$ cat src/common/i2cdc_pkg.sv
package i2cdc_pkg;
  localparam int unsigned CLK_NS      = 25;
  localparam int unsigned SCL_HALF_NS = 100;
  localparam int unsigned SCL_HALF_CYC = (SCL_HALF_NS + CLK_NS - 1) / CLK_NS;
  // Offsets are word indices; byte address is four times that
  localparam logic [9:0]  DATA_IDX  = 10'h0ca;
  localparam logic [9:0]  CTRL_IDX  = 10'h0cb;
  localparam logic [11:0] DATA_ADDR = {DATA_IDX, 2'b00};
  localparam logic [11:0] CTRL_ADDR = {CTRL_IDX, 2'b00};
  localparam logic [7:0]  DATA_RST  = 8'h00;
  localparam int IEN_B  = 7;
  localparam int BUS_ENABLE_BIT_B = 6;
  localparam int STA_B  = 5;
  localparam int STP_B  = 4;
  localparam int FLG_B  = 3;
  localparam int ACK_B  = 2;
  localparam logic [7:0] SC_BERR = 8'h00, SC_STA = 8'h08, SC_RSTA = 8'h10,
    SC_AW_A = 8'h18, SC_AW_N = 8'h20, SC_DT_A = 8'h28, SC_DT_N = 8'h30,
    SC_ARB = 8'h38, SC_AR_A = 8'h40, SC_AR_N = 8'h48, SC_DR_A = 8'h50,
    SC_DR_N = 8'h58, SC_SW = 8'h60, SC_GC = 8'h70, SC_SD_A = 8'h80,
    SC_SD_N = 8'h88, SC_GD_A = 8'h90, SC_GD_N = 8'h98, SC_SSTP = 8'ha0,
    SC_SR = 8'ha8, SC_ST_A = 8'hb8, SC_ST_N = 8'hc0, SC_ST_L = 8'hc8,
    SC_IDLE = 8'hf8;
  typedef struct packed {
    logic irq_en;
    logic bus_en;
    logic start_req;
    logic stop_req;
    logic flag;
    logic ack_ctl;
  } i2cdc_ctrl_type;
  localparam i2cdc_ctrl_type CTRL_RST = '0;
  typedef struct packed {
    logic       wr_data;
    logic       wr_ctrl;
    logic [7:0] wdata;
  } i2cdc_req_type;
  typedef enum logic [2:0] {S_IDLE, S_START, S_BIT, S_WAIT, S_STOP, S_RSTART}
    i2cdc_state_type;
endpackage

$ cat src/hdl/i2cdc_sync.sv
`timescale 1ns/100ps
module i2cdc_sync #(
  parameter int unsigned W = 2
) (
  input  wire logic         i_mclk,
  input  wire logic         i_rstn,
  input  wire logic [W-1:0] i_d,
  output logic      [W-1:0] o_q
);
  logic [W-1:0] meta_r;
  // Lines idle high, so the chain resets to ones
  always_ff @(posedge i_mclk or negedge i_rstn)
    if (!i_rstn)
    begin
      meta_r <= '1;
      o_q    <= '1;
    end
    else
    begin
      meta_r <= i_d;
      o_q    <= meta_r;
    end
endmodule

$ cat src/hdl/i2cdc_avs.sv
`timescale 1ns/100ps
module i2cdc_avs (
  input  wire logic                    i_mclk,
  input  wire logic                    i_rstn,
  input  wire logic [11:0]             i_avs_address,
  input  wire logic                    i_avs_read,
  input  wire logic                    i_avs_write,
  input  wire logic [31:0]             i_avs_writedata,
  input  wire logic [3:0]              i_avs_byteenable,
  output logic      [31:0]             o_avs_readdata,
  output logic                         o_avs_waitrequest,
  input  wire logic [7:0]              i_data_val,
  input  wire logic [7:0]              i_ctrl_val,
  output i2cdc_pkg::i2cdc_req_type     o_req
);
  logic       ack_r;
  wire        req     = i_avs_read | i_avs_write;
  wire        sel_d   = i_avs_address == i2cdc_pkg::DATA_ADDR;
  wire        sel_c   = i_avs_address == i2cdc_pkg::CTRL_ADDR;
  wire        wr_ok   = i_avs_write & ack_r & i_avs_byteenable[0];
  // Unmapped addresses read zero and swallow writes
  wire [7:0]  rd_mux  = sel_d ? i_data_val : (sel_c ? i_ctrl_val : 8'h00);
  // One wait state; write lands on the edge where waitrequest is low
  assign o_avs_waitrequest = req & ~ack_r;
  assign o_req.wr_data     = wr_ok & sel_d;
  assign o_req.wr_ctrl     = wr_ok & sel_c;
  assign o_req.wdata       = i_avs_writedata[7:0];
  always_ff @(posedge i_mclk or negedge i_rstn)
    if (!i_rstn)
    begin
      ack_r          <= 1'b0;
      o_avs_readdata <= 32'h0000_0000;
    end
    else
    begin
      ack_r <= req & ~ack_r;
      if (i_avs_read & ~ack_r)
        o_avs_readdata <= {24'h00_0000, rd_mux};
    end
endmodule

$ cat src/hdl/i2cdc_top.sv
`timescale 1ns/100ps
module i2cdc_top #(
  parameter int unsigned HALF_CYC = i2cdc_pkg::SCL_HALF_CYC
) (
  input  wire logic        i_mclk,
  input  wire logic        i_rstn,
  input  wire logic [11:0] i_avs_address,
  input  wire logic        i_avs_read,
  input  wire logic        i_avs_write,
  input  wire logic [31:0] i_avs_writedata,
  input  wire logic [3:0]  i_avs_byteenable,
  output logic      [31:0] o_avs_readdata,
  output logic             o_avs_waitrequest,
  input  wire logic [6:0]  i_own_addr,
  input  wire logic        i_gcall_en,
  input  wire logic        i_scl,
  output logic             o_scl,
  output logic             o_scl_oen,
  input  wire logic        i_sda,
  output logic             o_sda,
  output logic             o_sda_oen,
  output logic             o_irq,
  output logic      [7:0]  o_status_code
);
  if (HALF_CYC < 2 || HALF_CYC > 255)
  begin : g_chk
    $error("HALF_CYC must lie in 2..255");
  end

  ////////////////////////////////////////////////////////////////////////
  logic rst_meta_r;
  logic rstn_r;
  always_ff @(posedge i_mclk or negedge i_rstn)
    if (!i_rstn)
    begin
      rst_meta_r <= 1'b0;
      rstn_r     <= 1'b0;
    end
    else
    begin
      rst_meta_r <= 1'b1;
      rstn_r     <= rst_meta_r;
    end

  ////////////////////////////////////////////////////////////////////////
  i2cdc_pkg::i2cdc_ctrl_type  ctrl_r, ctrl_nxt;
  i2cdc_pkg::i2cdc_state_type state_r, state_nxt;
  i2cdc_pkg::i2cdc_req_type   req;
  logic [7:0] data_r, data_nxt, shift_r, shift_nxt, status_r, status_nxt;
  logic [7:0] cnt_r, cnt_nxt;
  logic [3:0] bit_r, bit_nxt;
  logic [1:0] lines_s;
  logic scl_p_r, sda_p_r, busy_r;
  logic master_r, master_nxt, slave_r, slave_nxt, tx_r, tx_nxt;
  logic aph_r, aph_nxt, gc_r, gc_nxt, lost_r, lost_nxt, done_r, done_nxt;
  logic moved_r, moved_nxt, ackin_r, ackin_nxt;
  logic scl_lo_r, scl_lo_nxt, sda_lo_r, sda_lo_nxt;
  logic evt, sta_clr, stp_clr;
  logic [7:0] evt_code;

  i2cdc_avs u_avs (
    .i_mclk            (i_mclk),
    .i_rstn            (rstn_r),
    .i_avs_address     (i_avs_address),
    .i_avs_read        (i_avs_read),
    .i_avs_write       (i_avs_write),
    .i_avs_writedata   (i_avs_writedata),
    .i_avs_byteenable  (i_avs_byteenable),
    .o_avs_readdata    (o_avs_readdata),
    .o_avs_waitrequest (o_avs_waitrequest),
    .i_data_val        (data_r),
    .i_ctrl_val        ({ctrl_r, 2'b00}),
    .o_req             (req)
  );

  i2cdc_sync #(.W(2)) u_sync (
    .i_mclk (i_mclk),
    .i_rstn (rstn_r),
    .i_d    ({i_scl, i_sda}),
    .o_q    (lines_s)
  );

  ////////////////////////////////////////////////////////////////////////
  wire en        = ctrl_r.bus_en;
  wire scl_s     = lines_s[1] | ~en;
  wire sda_s     = lines_s[0] | ~en;
  wire rise      = scl_s & ~scl_p_r;
  wire fall      = ~scl_s & scl_p_r;
  wire start_det = scl_s & scl_p_r & sda_p_r & ~sda_s;
  wire stop_det  = scl_s & scl_p_r & ~sda_p_r & sda_s;
  wire tick      = cnt_r == 8'(HALF_CYC - 1);
  wire rw        = shift_r[0];
  wire own_hit   = shift_r[7:1] == i_own_addr;
  wire gc_hit    = shift_r[7:1] == 7'h00 && i_gcall_en;
  // Address only claimed with acknowledge enabled
  wire addr_hit  = ctrl_r.ack_ctl & (own_hit | gc_hit);
  wire resume    = state_r == i2cdc_pkg::S_WAIT && !ctrl_r.flag;
  wire flag_clr  = req.wr_ctrl & ~req.wdata[i2cdc_pkg::FLG_B] & ctrl_r.flag;

  // Status for the end of a byte, after the acknowledge clock
  function automatic logic [7:0] end_code(input logic lost, input logic mst,
    input logic aph, input logic tx, input logic gc, input logic rwb,
    input logic ackin, input logic ackc);
    if (lost)
      end_code = i2cdc_pkg::SC_ARB;
    else if (mst && aph)
      end_code = rwb ? (ackin ? i2cdc_pkg::SC_AR_A : i2cdc_pkg::SC_AR_N)
                     : (ackin ? i2cdc_pkg::SC_AW_A : i2cdc_pkg::SC_AW_N);
    else if (mst)
      end_code = tx ? (ackin ? i2cdc_pkg::SC_DT_A : i2cdc_pkg::SC_DT_N)
                    : (ackc ? i2cdc_pkg::SC_DR_A : i2cdc_pkg::SC_DR_N);
    else if (aph)
      end_code = gc ? i2cdc_pkg::SC_GC : (rwb ? i2cdc_pkg::SC_SR : i2cdc_pkg::SC_SW);
    else if (tx)
      end_code = !ackc ? i2cdc_pkg::SC_ST_L :
                 (ackin ? i2cdc_pkg::SC_ST_A : i2cdc_pkg::SC_ST_N);
    else if (gc)
      end_code = ackc ? i2cdc_pkg::SC_GD_A : i2cdc_pkg::SC_GD_N;
    else
      end_code = ackc ? i2cdc_pkg::SC_SD_A : i2cdc_pkg::SC_SD_N;
  endfunction

  ////////////////////////////////////////////////////////////////////////
  always_comb
  begin
    state_nxt  = state_r;
    data_nxt   = data_r;
    shift_nxt  = shift_r;
    bit_nxt    = bit_r;
    master_nxt = master_r;
    slave_nxt  = slave_r;
    tx_nxt     = tx_r;
    aph_nxt    = aph_r;
    gc_nxt     = gc_r;
    lost_nxt   = lost_r;
    done_nxt   = done_r;
    moved_nxt  = moved_r;
    ackin_nxt  = ackin_r;
    scl_lo_nxt = scl_lo_r;
    sda_lo_nxt = sda_lo_r;
    cnt_nxt    = (tick | rise | fall) ? 8'h00 : cnt_r + 8'h01;
    evt        = 1'b0;
    evt_code   = i2cdc_pkg::SC_IDLE;
    sta_clr    = 1'b0;
    stp_clr    = 1'b0;
    case (state_r)
      i2cdc_pkg::S_IDLE:
      begin
        scl_lo_nxt = 1'b0;
        sda_lo_nxt = 1'b0;
        master_nxt = 1'b0;
        stp_clr    = ctrl_r.stop_req;
        if (start_det)
        begin
          state_nxt = i2cdc_pkg::S_BIT;
          aph_nxt   = 1'b1;
          tx_nxt    = 1'b0;
          lost_nxt  = 1'b0;
          bit_nxt   = 4'h0;
        end
        else if (ctrl_r.start_req && en && !busy_r)
        begin
          state_nxt  = i2cdc_pkg::S_START;
          sda_lo_nxt = 1'b1;
          cnt_nxt    = 8'h00;
        end
      end
      i2cdc_pkg::S_START:
        if (tick)
        begin
          scl_lo_nxt = 1'b1;
          sta_clr    = 1'b1;
          master_nxt = 1'b1;
          moved_nxt  = 1'b0;
          aph_nxt    = 1'b1;
          tx_nxt     = 1'b1;
          lost_nxt   = 1'b0;
          evt        = 1'b1;
          evt_code   = i2cdc_pkg::SC_STA;
          state_nxt  = i2cdc_pkg::S_WAIT;
        end
      i2cdc_pkg::S_RSTART:
        if (tick)
        begin
          if (!sda_lo_r && scl_lo_r)
            scl_lo_nxt = 1'b0;
          else if (!sda_lo_r && scl_s)
            sda_lo_nxt = 1'b1;
          else if (sda_lo_r)
          begin
            scl_lo_nxt = 1'b1;
            sta_clr    = 1'b1;
            aph_nxt    = 1'b1;
            tx_nxt     = 1'b1;
            moved_nxt  = 1'b0;
            evt        = 1'b1;
            evt_code   = moved_r ? i2cdc_pkg::SC_RSTA : i2cdc_pkg::SC_STA;
            state_nxt  = i2cdc_pkg::S_WAIT;
          end
        end
      i2cdc_pkg::S_STOP:
        if (tick)
        begin
          if (scl_lo_r)
            scl_lo_nxt = 1'b0;
          else if (sda_lo_r && scl_s)
            sda_lo_nxt = 1'b0;
          else if (!sda_lo_r)
          begin
            stp_clr    = 1'b1;
            master_nxt = 1'b0;
            state_nxt  = i2cdc_pkg::S_IDLE;
          end
        end
      i2cdc_pkg::S_WAIT:
        if (!ctrl_r.flag)
        begin
          if (ctrl_r.stop_req)
          begin
            stp_clr   = !master_r;
            state_nxt = master_r ? i2cdc_pkg::S_STOP : i2cdc_pkg::S_IDLE;
            sda_lo_nxt = master_r;
            scl_lo_nxt = master_r;
            cnt_nxt   = 8'h00;
          end
          else if (ctrl_r.start_req && master_r)
          begin
            state_nxt  = i2cdc_pkg::S_RSTART;
            sda_lo_nxt = 1'b0;
            cnt_nxt    = 8'h00;
          end
          else if (done_r || (!master_r && !slave_r && !aph_r))
            state_nxt = i2cdc_pkg::S_IDLE;
          else
          begin
            state_nxt  = i2cdc_pkg::S_BIT;
            bit_nxt    = 4'h0;
            shift_nxt  = data_r;
            sda_lo_nxt = tx_r & ~data_r[7];
            scl_lo_nxt = master_r;
            cnt_nxt    = 8'h00;
          end
        end
      i2cdc_pkg::S_BIT:
      begin
        if (master_r && !lost_r && tick)
          scl_lo_nxt = scl_lo_r ? 1'b0 : (scl_s ? 1'b1 : 1'b0);
        if (master_r && (start_det || stop_det))
        begin
          evt        = 1'b1;
          evt_code   = i2cdc_pkg::SC_BERR;
          master_nxt = 1'b0;
          done_nxt   = 1'b1;
          scl_lo_nxt = 1'b0;
          sda_lo_nxt = 1'b0;
          state_nxt  = i2cdc_pkg::S_WAIT;
        end
        else if (!master_r && (start_det || stop_det))
        begin
          if (slave_r)
          begin
            evt      = 1'b1;
            evt_code = i2cdc_pkg::SC_SSTP;
          end
          slave_nxt  = 1'b0;
          done_nxt   = 1'b1;
          sda_lo_nxt = 1'b0;
          state_nxt  = slave_r ? i2cdc_pkg::S_WAIT : i2cdc_pkg::S_IDLE;
        end
        else if (rise)
        begin
          if (bit_r[3])
            ackin_nxt = ~sda_s;
          else
          begin
            shift_nxt = {shift_r[6:0], sda_s};
            if (master_r && tx_r && !sda_lo_r && !sda_s)
            begin
              lost_nxt   = 1'b1;
              master_nxt = 1'b0;
              scl_lo_nxt = 1'b0;
            end
          end
        end
        else if (fall)
        begin
          if (bit_r < 4'h7)
          begin
            bit_nxt    = bit_r + 4'h1;
            sda_lo_nxt = tx_r & ~lost_r & ~shift_r[7];
          end
          else if (bit_r == 4'h7)
          begin
            bit_nxt  = 4'h8;
            data_nxt = shift_r;
            if (aph_r && !master_r)
            begin
              sda_lo_nxt = addr_hit;
              gc_nxt     = gc_hit;
              if (!addr_hit)
                state_nxt = i2cdc_pkg::S_IDLE;
            end
            else
              sda_lo_nxt = ~tx_r & ~lost_r & ctrl_r.ack_ctl;
          end
          else
          begin
            evt        = 1'b1;
            evt_code   = end_code(lost_r, master_r, aph_r, tx_r, gc_r, rw, ackin_r,
                                  ctrl_r.ack_ctl);
            moved_nxt  = 1'b1;
            sda_lo_nxt = 1'b0;
            scl_lo_nxt = 1'b1;
            state_nxt  = i2cdc_pkg::S_WAIT;
            done_nxt   = lost_r | (!master_r && !aph_r && tx_r && (!ackin_r ||
                         !ctrl_r.ack_ctl));
            if (aph_r)
            begin
              slave_nxt = ~master_r;
              tx_nxt    = master_r ? ~rw : rw & ~gc_r;
            end
            aph_nxt = 1'b0;
          end
        end
      end
      default:
        state_nxt = i2cdc_pkg::S_IDLE;
    endcase
    if (resume && done_r)
      done_nxt = 1'b0;
    if (state_nxt == i2cdc_pkg::S_IDLE)
      slave_nxt = 1'b0;
    if (!en)
    begin
      state_nxt  = i2cdc_pkg::S_IDLE;
      scl_lo_nxt = 1'b0;
      sda_lo_nxt = 1'b0;
      master_nxt = 1'b0;
      slave_nxt  = 1'b0;
      evt        = 1'b0;
    end
    if (req.wr_data && !(state_r == i2cdc_pkg::S_BIT && fall && bit_r == 4'h7))
      data_nxt = req.wdata;
  end

  ////////////////////////////////////////////////////////////////////////
  // Hardware set beats a software clear landing in the same cycle
  always_comb
  begin
    ctrl_nxt = ctrl_r;
    if (req.wr_ctrl)
    begin
      ctrl_nxt.irq_en  = req.wdata[i2cdc_pkg::IEN_B];
      ctrl_nxt.bus_en  = req.wdata[i2cdc_pkg::BUS_ENABLE_BIT_B];
      ctrl_nxt.ack_ctl = req.wdata[i2cdc_pkg::ACK_B];
    end
    ctrl_nxt.start_req = (ctrl_r.start_req & ~sta_clr) |
                         (req.wr_ctrl & req.wdata[i2cdc_pkg::STA_B]);
    ctrl_nxt.stop_req  = (ctrl_r.stop_req & ~stp_clr) |
                         (req.wr_ctrl & req.wdata[i2cdc_pkg::STP_B]);
    ctrl_nxt.flag      = evt | (ctrl_r.flag & ~flag_clr);
  end
  assign status_nxt = evt ? evt_code :
                      (ctrl_r.flag && !ctrl_nxt.flag) ? i2cdc_pkg::SC_IDLE :
                      status_r;

  always_ff @(posedge i_mclk or negedge rstn_r)
    if (!rstn_r)
    begin
      ctrl_r   <= i2cdc_pkg::CTRL_RST;
      data_r   <= i2cdc_pkg::DATA_RST;
      status_r <= i2cdc_pkg::SC_IDLE;
      state_r  <= i2cdc_pkg::S_IDLE;
      {scl_p_r, sda_p_r, busy_r} <= 3'b110;
      {master_r, slave_r, tx_r, aph_r, gc_r, lost_r, done_r} <= 7'h00;
      {moved_r, ackin_r, scl_lo_r, sda_lo_r} <= 4'h0;
      {shift_r, cnt_r, bit_r} <= 20'h00000;
    end
    else
    begin
      ctrl_r   <= ctrl_nxt;
      data_r   <= data_nxt;
      status_r <= status_nxt;
      state_r  <= state_nxt;
      {scl_p_r, sda_p_r} <= {scl_s, sda_s};
      busy_r   <= en & (start_det | (busy_r & ~stop_det));
      {master_r, slave_r, tx_r, aph_r} <= {master_nxt, slave_nxt, tx_nxt, aph_nxt};
      {gc_r, lost_r, done_r} <= {gc_nxt, lost_nxt, done_nxt};
      {moved_r, ackin_r, scl_lo_r, sda_lo_r} <= {moved_nxt, ackin_nxt, scl_lo_nxt,
                                                 sda_lo_nxt};
      {shift_r, cnt_r, bit_r} <= {shift_nxt, cnt_nxt, bit_nxt};
    end

  // Open drain: both pins only ever pull low
  assign o_scl         = 1'b0;
  assign o_sda         = 1'b0;
  assign o_scl_oen     = ~scl_lo_r;
  assign o_sda_oen     = ~sda_lo_r;
  assign o_irq         = ctrl_r.flag & ctrl_r.irq_en;
  assign o_status_code = status_r;
endmodule

$ cat config.mk
export PLATFORM = sky130hd
export DESIGN_NAME = i2cdc_top
export DESIGN_NICKNAME = d
export VERILOG_FILES = /design/src/common/i2cdc_pkg.sv /design/src/hdl/i2cdc_sync.sv /design/src/hdl/i2cdc_avs.sv /design/src/hdl/i2cdc_top.sv
export SDC_FILE = /design/constraint.sdc
export NUM_CORES = 1
export LEC_CHECK = 0
export BUFFER_PORTS_ARGS = -buffer_cell sky130_fd_sc_hd__buf_2
export CAP_MARGIN = 30
export CORE_ASPECT_RATIO = 0.8
export CORE_UTILIZATION = 50
export DETAILED_ROUTE_END_ITERATION = 8
export GPL_ROUTABILITY_DRIVEN = 0
export PLACE_DENSITY_LB_ADDON = 0.05
export SETUP_SLACK_MARGIN = 0.3
export SLEW_MARGIN = 20
export SYNTH_ARGS = -nofsm -noshare
export SYNTH_HDL_FRONTEND = slang
export SYNTH_HIERARCHICAL = 1
export SYNTH_SLANG_ARGS = --single-unit
export TNS_END_PERCENT = 10
$ cat constraint.sdc
create_clock -name i_mclk -period 2.6 [get_ports i_mclk]
set_clock_uncertainty 0.15 [all_clocks]
set_input_delay 0.52 -clock i_mclk [delete_from_list [all_inputs] [get_ports i_mclk]]
set_output_delay 0.52 -clock i_mclk [all_outputs]
set_load 0.03 [all_outputs]
==> impl_metrics.sql, run 1 <==
INSERT INTO impl_metrics (metric_group, metric, value, unit) VALUES
('run_status', 'status', 'completed', ''),
('yosys', 'yosys_warnings', '6', ''),
('routing', 'route.met2.wl', '5.15', 'mm'),
('timing', 'final-setup-viol-count', '0', ''),
('floorplanning', 'die_height', '86.8', 'um'),
('cts', 'clkTransAtPathRegs', '80', 'ps'),
('routing', 'route.detailed.drc', '0', ''),
('timing', 'setup_repair_after_global_routing_missed_its_margin', 'true', ''),
('floorplanning', 'row_count', '30', ''),
('yosys', 'ys_seq_elements', '71', ''),
('grt', 'maximum_number_of_pins_on_one_net_before_global_route_repair', '38', ''),
('yosys', 'synthArstFlopShare', '1.00', ''),
('floorplanning', 'floorplan_die_area', '9370', 'um^2'),
('timing', 'timing.slew.headroom', '0.570', ''),
('grt', 'grt-ovfl-total', '0', ''),
('critical_path', 'timing.critical_path.slowest_cell_delay', '540', 'ps'),
('routing', 'vias_per_cell', '5.66', ''),
('timing', 'setup_total_negative_slack', '0', 'ps'),
('cts', 'cts_made_buffers', '9', ''),
('critical_path', 'worstPathBufferInverterCount', '1', ''),
('timing', 'report.final.slew_viol_count', '0', ''),
('floorplanning', 'core', '8600', 'um^2'),
('grt', 'grt_pass1_wl', '18.9', 'mm'),
('pwr', 'standby_leakage_power', '2.34', 'nW'),
('critical_path', 'critical_path.reg2reg.startpoint', 'cnt_r[4]$_DFF_PN0_', ''),
('routing', 'route.detailed.wl_per_inst', '16.9', 'um'),
('critical_path', 'cp_top_family', 'simple AND/OR/NAND/NOR gates', ''),
('place', 'placement.io_buffers', '51', ''),
('place', 'place.detailed.instances', '663', ''),
('critical_path', 'path_cells', 'or4_4, or3_4, buf_6, o21ai_2, o2111ai_2, o32a_1', ''),
('critical_path', 'critical_path_arrival', '2410', 'ps'),
('cts', 'clock_tree_from_tritoncts', 'built', ''),
('flow_run', 'drv_cap', '0', ''),
('yosys', 'post_synth_inst_count', '508', ''),
('grt', 'grt_pass1_vias', '3685', ''),
('routing', 'route.top_layer_used', 'met4', ''),
('timing', 'post-route-min-period', '2320', 'ps'),
('floorplanning', 'initial_cell_density_of_the_core', '0.522', ''),
('grt', 'antenna_found_initial', '0', ''),
('critical_path', 'critical_path_peak_fanout', '8', ''),
('place', 'post-dp-hpwl', '8.59', 'mm'),
('grt', 'global_router_s_overall_resource_usage', '0.267', ''),
('cts', 'cts.sinks', '71', ''),
('critical_path', 'cpMaxStageDelayCell', 'sky130_fd_sc_hd__or4_4', ''),
('yosys', 'yosysSeqAreaShare', '0.399', ''),
('pwr', 'powerDensity', '406', 'nW/um^2'),
('critical_path', 'timing_worst_setup_path_type', 'reg -> reg', ''),
('cts', 'clock_latency', '360', 'ps'),
('final_layout', 'nNetsFinal', '639', ''),
('hold_path', 'hold_path.class', 'in -> reg', ''),
('yosys', 'syn-mean-instance-area', '8.84', 'um^2'),
('critical_path', 'critPathLaunchType', 'register', ''),
('routing', 'detailroute.wirelength.met3', '859', 'um'),
('cts', 'cts_max_level', '3', ''),
('timing', 'finalHoldViolations', '0', ''),
('routing', 'm1WireLength', '5.49', 'mm'),
('floorplanning', 'die_w', '108', 'um'),
('pwr', 'max-vdd-ir-drop', '404', 'uV'),
('routing', 'drt.antenna.violating_nets', '0', ''),
('final_layout', 'post_route_cells_drive_above_1_share', '0.247', ''),
('hold_path', 'hold_path_startpoint', 'i_scl', ''),
('yosys', 'yosysUniqueCellTypes', '71', ''),
('routing', 'via_count', '3903', ''),
('cts', 'clockBufferDepth', '2', ''),
('routing', 'totalWireLength', '11.7', 'mm'),
('timing', 'post-route-period-util', '0.890', ''),
('critical_path', 'cp_data_required_time', '2690', 'ps'),
('final_layout', 'synthToLayoutAreaGrowth', '15.1', '%'),
('floorplanning', 'io-pin-count', '108', ''),
('final_layout', 'final_cell_count_no_fill', '690', ''),
('timing', 'worst_tran_pin_value', '641', 'ps'),
('critical_path', 'worst_setup_path_end_kind', 'register', ''),
('critical_path', 'crit_path_start', 'cnt_r[4]$_DFF_PN0_', ''),
('cts', 'root_buf_cell', 'sky130_fd_sc_hd__clkbuf_8', ''),
('yosys', 'synth_edf_count', '0', ''),
('routing', 'firstDrtPassIters', '5', ''),
('timing', 'max_clock_freq', '432', 'MHz'),
('final_layout', 'number_of_antenna_diodes', '0', ''),
('yosys', 'synthesis.area', '4490', 'um^2'),
('yosys', 'synth_ff_type', 'sky130_fd_sc_hd__dfrtp_1', ''),
('routing', 'initialDrtViolationCount', '274', '');
==> final cells by class <==
cell class | instances | area (um^2)
Tap cell | 112 | 140
Sequential cell | 71 | 1790
Multi-Input combinational cell | 383 | 2440
Clock buffer | 10 | 138
Clock inverter | 6 | 45.0
Timing Repair Buffer | 88 | 539
Inverter | 20 | 75.1
Fill cell | 783 | 3430
==> logic make-up after synthesis <==
kind of cell | count (synthesis) | synth area share
xor+xnor | 13 | 0.0254
other cells | 3 | 0.00251
buf+inv | 83 | 0.103
simple gates | 179 | 0.208
flops | 71 | 0.399
compound gates | 123 | 0.179
mux | 32 | 0.0722
fa+ha+maj | 4 | 0.0111
==> synth_stat cells (4+ instances only) <==
library cell / n / area share
sky130_fd_sc_hd__nor3_1: 9 / 0.010
sky130_fd_sc_hd__nor4_1: 7 / 0.0098
sky130_fd_sc_hd__and2_1: 5 / 0.0070
sky130_fd_sc_hd__dfrtp_1: 60 / 0.33
sky130_fd_sc_hd__nor2_1: 40 / 0.033
sky130_fd_sc_hd__o21a_1: 4 / 0.0067
sky130_fd_sc_hd__a21oi_1: 24 / 0.027
sky130_fd_sc_hd__nand3b_1: 4 / 0.0067
sky130_fd_sc_hd__mux2i_1: 29 / 0.065
sky130_fd_sc_hd__xor2_1: 6 / 0.012
sky130_fd_sc_hd__nand2_1: 48 / 0.040
sky130_fd_sc_hd__inv_1: 20 / 0.017
sky130_fd_sc_hd__ha_1: 4 / 0.011
sky130_fd_sc_hd__buf_4: 37 / 0.062
sky130_fd_sc_hd__nor2b_1: 10 / 0.014
sky130_fd_sc_hd__nand4_1: 7 / 0.0098
sky130_fd_sc_hd__o31ai_1: 10 / 0.017
sky130_fd_sc_hd__dfstp_2: 11 / 0.064
sky130_fd_sc_hd__nand3_1: 17 / 0.019
sky130_fd_sc_hd__buf_1: 4 / 0.0033
sky130_fd_sc_hd__nand2b_1: 9 / 0.013
sky130_fd_sc_hd__o21ai_0: 40 / 0.045
sky130_fd_sc_hd__clkbuf_1: 17 / 0.014
sky130_fd_sc_hd__xnor2_1: 7 / 0.014
sky130_fd_sc_hd__a31oi_1: 4 / 0.0056
==> final timing paths <==
path / to / slack [ps] / cells after the start
setup / recovery: tx_r$_DFFE_PN0P_ / 280 / 6
hold / removal: u_sync/meta_r[1]$_DFF_PN1_ / 100 / 1
setup reg to reg: tx_r$_DFFE_PN0P_ / 280 / 6
hold reg to reg: shift_r[2]$_DFFE_PN0P_ / 150 / 1
max in group asynchronous: state_r[0]$_DFF_PN0_ / 1750 / 1
min in group asynchronous: shift_r[2]$_DFFE_PN0P_ / 150 / 1
==> placed cells by master, fill, tap and decap left out, types with 3 or more instances in the layout <==
cell type and instances:
sky130_fd_sc_hd__clkbuf_8 10, sky130_fd_sc_hd__o31ai_1 10, sky130_fd_sc_hd__buf_4 35, sky130_fd_sc_hd__a21oi_1 24, sky130_fd_sc_hd__nand2_1 48, sky130_fd_sc_hd__a21boi_0 3
sky130_fd_sc_hd__o32a_1 3, sky130_fd_sc_hd__mux2i_1 29, sky130_fd_sc_hd__buf_2 51, sky130_fd_sc_hd__dfstp_2 11, sky130_fd_sc_hd__nand3_1 17, sky130_fd_sc_hd__clkinvlp_4 3
sky130_fd_sc_hd__inv_1 20, sky130_fd_sc_hd__nand4_1 7, sky130_fd_sc_hd__o21ai_0 38, sky130_fd_sc_hd__nor3b_1 3, sky130_fd_sc_hd__xnor2_1 7, sky130_fd_sc_hd__nand3b_1 4
sky130_fd_sc_hd__o21a_1 4, sky130_fd_sc_hd__dfrtp_1 57, sky130_fd_sc_hd__conb_1 32, sky130_fd_sc_hd__nor3_1 8, sky130_fd_sc_hd__and2_1 5, sky130_fd_sc_hd__nor2_1 39
sky130_fd_sc_hd__nand2b_1 9, sky130_fd_sc_hd__o21ai_1 3, sky130_fd_sc_hd__a31oi_1 4, sky130_fd_sc_hd__dfrtp_2 3, sky130_fd_sc_hd__xor2_1 6, sky130_fd_sc_hd__nor2b_1 9
sky130_fd_sc_hd__ha_1 4, sky130_fd_sc_hd__nor4_1 4, sky130_fd_sc_hd__mux2_2 3
==> timing repair <==
action | 4_1_cts | 5_1_grt
resized for setup | 6 | 13
setup buffers | 2 | 7
endpoints found under the setup margin | 28 | 29
pin swaps | 2 | 5
endpoints found under the hold margin | 2 | 0
gates cloned | 0 | 0
hold buffers | 1 | 0
==> state kept, by name (all words and copies together), names as in the netlist, 2 cells and up <==
signal	cells
state_r	3
u_sync/o_q	2
ctrl_r	5
shift_r	8
data_r	8
cnt_r	8
bit_r	4
o_status_code	5
u_avs/o_avs_readdata	8
u_sync/meta_r	2
==> where the power goes <==
part	leakage (nW)	total (mW)	internal [mW]	switching [mW]
Sequential	0.881	1.12	1.12	0.00812
Combinational	1.38	0.160	0.0396	0.120
Clock	0.0849	0.815	0.374	0.441
==> per-stage QoR <==
stage / util / hold slack (ps) / total power [mW] / setup WS (ps) / instance area (um^2)
6_report: 0.601 / 105 / 2.10 / 285 / 5170
5_1_grt: 0.601 / 74.3 / 2.19 / 218 / 5170
4_1_cts: 0.589 / 81.3 / 2.13 / 117 / 5060
3_5_place_dp: 0.562 / 157 / 1.30 / 118 / 4830
3_3_place_gp: 0.562 / 155 / 1.30 / 148 / 4830
2_1_floorplan: - / 74.4 / 1.30 / 270 / 4610
==> per-layer routing <==
| metal | track usage | vias up |
|---|---|---|
| li1 | - | 1881 |
| met1 | 0.387 | 1835 |
| met2 | 0.390 | 172 |
| met3 | 0.0662 | 15 |
| met4 | 0.0859 | 0 |
| met5 | 0 | - |
Note: power is estimated with default switching activity, not from simulation.
==> run 2: changes to the inputs <==
- CORE_UTILIZATION: 50 -> 54
- SYNTH_HIERARCHICAL: 1 -> default
==> run 2 against run 1 <==
Sequential cell count unchanged. Area after synthesis fell by 1.9%. Synthesized cell count down 1.4%. Count of clock-buffer cells in the layout unchanged. Fmax increased by 1.7%.
==> impl_metrics.sql, run 2 <==
INSERT INTO impl_metrics (metric_group, metric, value, unit) VALUES
('run_status', 'status', 'completed', ''),
('routing', 'initialDrtViolationCount', '484', ''),
('yosys', 'ranking_of_synthesized_cells_by_instance_count', 'sky130_fd_sc_hd__nand2_1, sky130_fd_sc_hd__dfrtp_1, sky130_fd_sc_hd__o21ai_0, sky130_fd_sc_hd__nor2_1, sky130_fd_sc_hd__buf_4', ''),
('yosys', 'yosysUniqueCellTypes', '67', ''),
('critical_path', 'critical_path_arrival', '2360', 'ps'),
('routing', 'firstDrtPassIters', '5', ''),
('pwr', 'fin_total_pwr', '2.22', 'mW'),
('yosys', 'post_synth_inst_count', '501', ''),
('cts', 'clockBufferDepth', '2', ''),
('critical_path', 'worst_setup_path_end_kind', 'register', ''),
('final_layout', 'synthToLayoutAreaGrowth', '15.9', '%'),
('hold_path', 'holdPathStages', '1', ''),
('floorplanning', 'io-pin-count', '108', ''),
('final_layout', 'most_common_cell_after_layout_fill_and_taps_aside', 'sky130_fd_sc_hd__nand2_1', ''),
('routing', 'route.detailed.drc', '0', ''),
('timing', 'post-route-period-util', '0.876', ''),
('cts', 'root_buf_cell', 'sky130_fd_sc_hd__clkbuf_8', ''),
('yosys', 'syn-mean-instance-area', '8.79', 'um^2'),
('hold_path', 'hold_path_startpoint', 'i_sda', ''),
('floorplanning', 'core', '7910', 'um^2'),
('final_layout', 'final_cell_count_no_fill', '684', ''),
('pwr', 'powerDensity', '435', 'nW/um^2'),
('floorplanning', 'die_height', '82.8', 'um'),
('yosys', 'netlist_top_cells_area', 'sky130_fd_sc_hd__dfrtp_1, sky130_fd_sc_hd__dfstp_2, sky130_fd_sc_hd__o21ai_0, sky130_fd_sc_hd__nand2_1, sky130_fd_sc_hd__buf_4', ''),
('timing', 'setup_total_negative_slack', '0', 'ps'),
('place', 'place.detailed.instances', '662', ''),
('final_layout', 'nNetsFinal', '637', ''),
('pwr', 'total_switching_power', '530', 'uW'),
('cts', 'cts_max_level', '3', ''),
('timing', 'worst_tran_pin_value', '620', 'ps'),
('critical_path', 'rrSetupSlack', '320', 'ps'),
('final_layout', 'number_of_antenna_diodes', '0', ''),
('place', 'post-dp-hpwl', '8.37', 'mm'),
('pwr', 'p_seq_frac', '0.509', ''),
('timing', 'hold_ws', '112', 'ps'),
('critical_path', 'r2r_cells', '6', ''),
('routing', 'totalWireLength', '11.3', 'mm'),
('grt', 'global_router_s_overall_resource_usage', '0.281', ''),
('critical_path', 'cp_data_required_time', '2680', 'ps'),
('grt', 'maximum_number_of_pins_on_one_net_before_global_route_repair', '43', ''),
('cts', 'cts.sinks', '71', ''),
('grt', 'grt_pass1_wl', '17.7', 'mm'),
('grt', 'grt-ovfl-total', '0', ''),
('yosys', 'synth_ff_type', 'sky130_fd_sc_hd__dfrtp_1', ''),
('timing', 'setup_repair_after_global_routing_missed_its_margin', 'true', ''),
('yosys', 'synth_edf_count', '0', ''),
('floorplanning', 'initial_cell_density_of_the_core', '0.557', ''),
('critical_path', 'timing_worst_setup_path_type', 'reg -> reg', ''),
('yosys', 'yosys.cell_count.top_type', 'sky130_fd_sc_hd__nand2_1', ''),
('pwr', 'max-vdd-ir-drop', '260', 'uV'),
('final_layout', 'post_route_cells_drive_above_1_share', '0.240', ''),
('final_layout', 'layout_common_cells', 'sky130_fd_sc_hd__nand2_1, sky130_fd_sc_hd__dfrtp_1, sky130_fd_sc_hd__buf_2', ''),
('cts', 'clock_tree_from_tritoncts', 'built', ''),
('pwr', 'power_report.internal_total', '1.69', 'mW'),
('routing', 'vias_per_cell', '5.86', ''),
('yosys', 'yosysSeqAreaShare', '0.407', ''),
('hold_path', 'min_to', 'u_sync.meta_r[0]$_DFF_PN1_', ''),
('yosys', 'yosys_warnings', '0', ''),
('routing', 'via_count', '4009', ''),
('cts', 'clock_latency', '360', 'ps'),
('pwr', 'p_comb_frac', '0.063', ''),
('critical_path', 'critPathLaunchType', 'register', ''),
('timing', 'report.final.slew_viol_count', '0', ''),
('timing', 'finalHoldViolations', '0', ''),
('critical_path', 'critical_path.reg2reg.startpoint', 'master_r$_DFFE_PN0P_', ''),
('timing', 'final-setup-viol-count', '0', ''),
('routing', 'route.detailed.wl_per_inst', '16.5', 'um'),
('critical_path', 'crit-reg2reg-capture', 'slave_r$_DFFE_PN0P_', ''),
('floorplanning', 'die_w', '103', 'um'),
('floorplanning', 'floorplan_die_area', '8520', 'um^2'),
('pwr', 'swShare', '0.239', ''),
('yosys', 'area_share_of_the_largest_cell_type_after_synthesis', '0.341', ''),
('cts', 'clkTransAtPathRegs', '70', 'ps'),
('timing', 'timing.slew.headroom', '0.587', ''),
('critical_path', 'critical_path_peak_fanout', '17', ''),
('hold_path', 'hold_path.class', 'in -> reg', ''),
('flow_run', 'drv_cap', '0', ''),
('grt', 'grt_pass1_vias', '3418', ''),
('cts', 'cts_made_buffers', '9', ''),
('floorplanning', 'row_count', '29', ''),
('yosys', 'synthesis.area', '4400', 'um^2'),
('yosys', 'synth_top_area_cell', 'sky130_fd_sc_hd__dfrtp_1', ''),
('yosys', 'synthArstFlopShare', '1.00', ''),
('timing', 'post-route-min-period', '2280', 'ps'),
('routing', 'drt.antenna.violating_nets', '0', ''),
('place', 'placement.io_buffers', '51', ''),
('timing', 'max_clock_freq', '439', 'MHz'),
('pwr', 'pwr-share-clk', '0.427', ''),
('pwr', 'standby_leakage_power', '2.26', 'nW'),
('grt', 'antenna_found_initial', '0', ''),
('yosys', 'ys_seq_elements', '71', '');
==> run 2: how the worst max path moves through the flow <==
stage                               startpoint                            to  slack (ps)  cells past startpoint
after floorplan               i_avs_address[4]         data_r[5]$_DFFE_PN0P_         260                      5
after global placement        i_avs_address[4]  o_status_code[7]$_DFFE_PN1P_         130                      7
after detailed placement      i_avs_address[4]  o_status_code[7]$_DFFE_PN1P_          90                      7
after CTS                 master_r$_DFFE_PN0P_           slave_r$_DFFE_PN0P_         320                      6
after global routing        cnt_r[2]$_DFF_PN0_              tx_r$_DFFE_PN0P_         250                      7
final                     master_r$_DFFE_PN0P_           slave_r$_DFFE_PN0P_         320                      6
==> run 2: kinds of logic (layout without fill, tap and decap cells) <==
| family | Yosys count | in the layout | share of synthesized area |
|---|---|---|---|
| other cells | 2 | 30 | 0.00171 |
| xor+xnor | 14 | 14 | 0.0278 |
| mux | 25 | 25 | 0.0580 |
| fa+ha+maj | 4 | 4 | 0.0114 |
| flops | 71 | 71 | 0.407 |
| buf+inv | 70 | 117 | 0.0895 |
| compound gates | 125 | 125 | 0.179 |
| simple gates | 190 | 190 | 0.226 |
==> run 2: power by group through the flow <==
stage                     combinational, mW  sequential [mW]  clock [mW]
after floorplan                       0.119             1.16           0
after global placement                0.135             1.15           0
after detailed placement              0.137             1.15           0
after CTS                             0.138             1.13       0.976
after global routing                  0.158             1.13        1.01
final                                 0.141             1.13       0.950
==> run 2: what timing repair did <==
item | 4_1_cts | 5_1_grt
endpoints found under the hold margin | 2 | 0
hold buffers | 1 | 0
resized for setup | 2 | 12
buffers inserted | 0 | 5
pin swaps | 1 | 6
endpoints found under the setup margin | 2 | 11
==> run 2: layer usage <==
| layer | global-route usage | up-vias | routed length [um] |
|---|---|---|---|
| li1 | - | 1857 | - |
| met1 | 0.419 | 1936 | 5380 |
| met2 | 0.399 | 194 | 4870 |
| met3 | 0.0595 | 22 | 832 |
| met4 | 0.0986 | 0 | 227 |
| met5 | 0 | - | 0 |
==> run 2: critical path, stage by stage, from the launching register on <==
cell and delay [ps]:
sky130_fd_sc_hd__dfrtp_1 430, sky130_fd_sc_hd__buf_4 220, sky130_fd_sc_hd__nor2b_4 150, sky130_fd_sc_hd__o211ai_1 170
sky130_fd_sc_hd__o41ai_2 480, sky130_fd_sc_hd__o2111ai_2 240, sky130_fd_sc_hd__o31a_1 320
==> run 2: per-stage QoR <==
step                      utilization  area (um^2)  setup slack [ps]
final                           0.646         5110               323
after global routing            0.646         5110               254
after CTS                       0.636         5030               320
after detailed placement        0.606         4790              89.2
after global placement          0.606         4790               130
after floorplan                     -         4510               258
==> run 2: final cells by class <==
class                   instances  area, um^2
fillers                       723        2800
multi-input cells             388        2380
flip-flops and latches         71        1800
repair buffers                 85         526
well taps                     108         135
clock buffers                  10         128
clock inverters                 6        85.1
inverters                      16        60.1
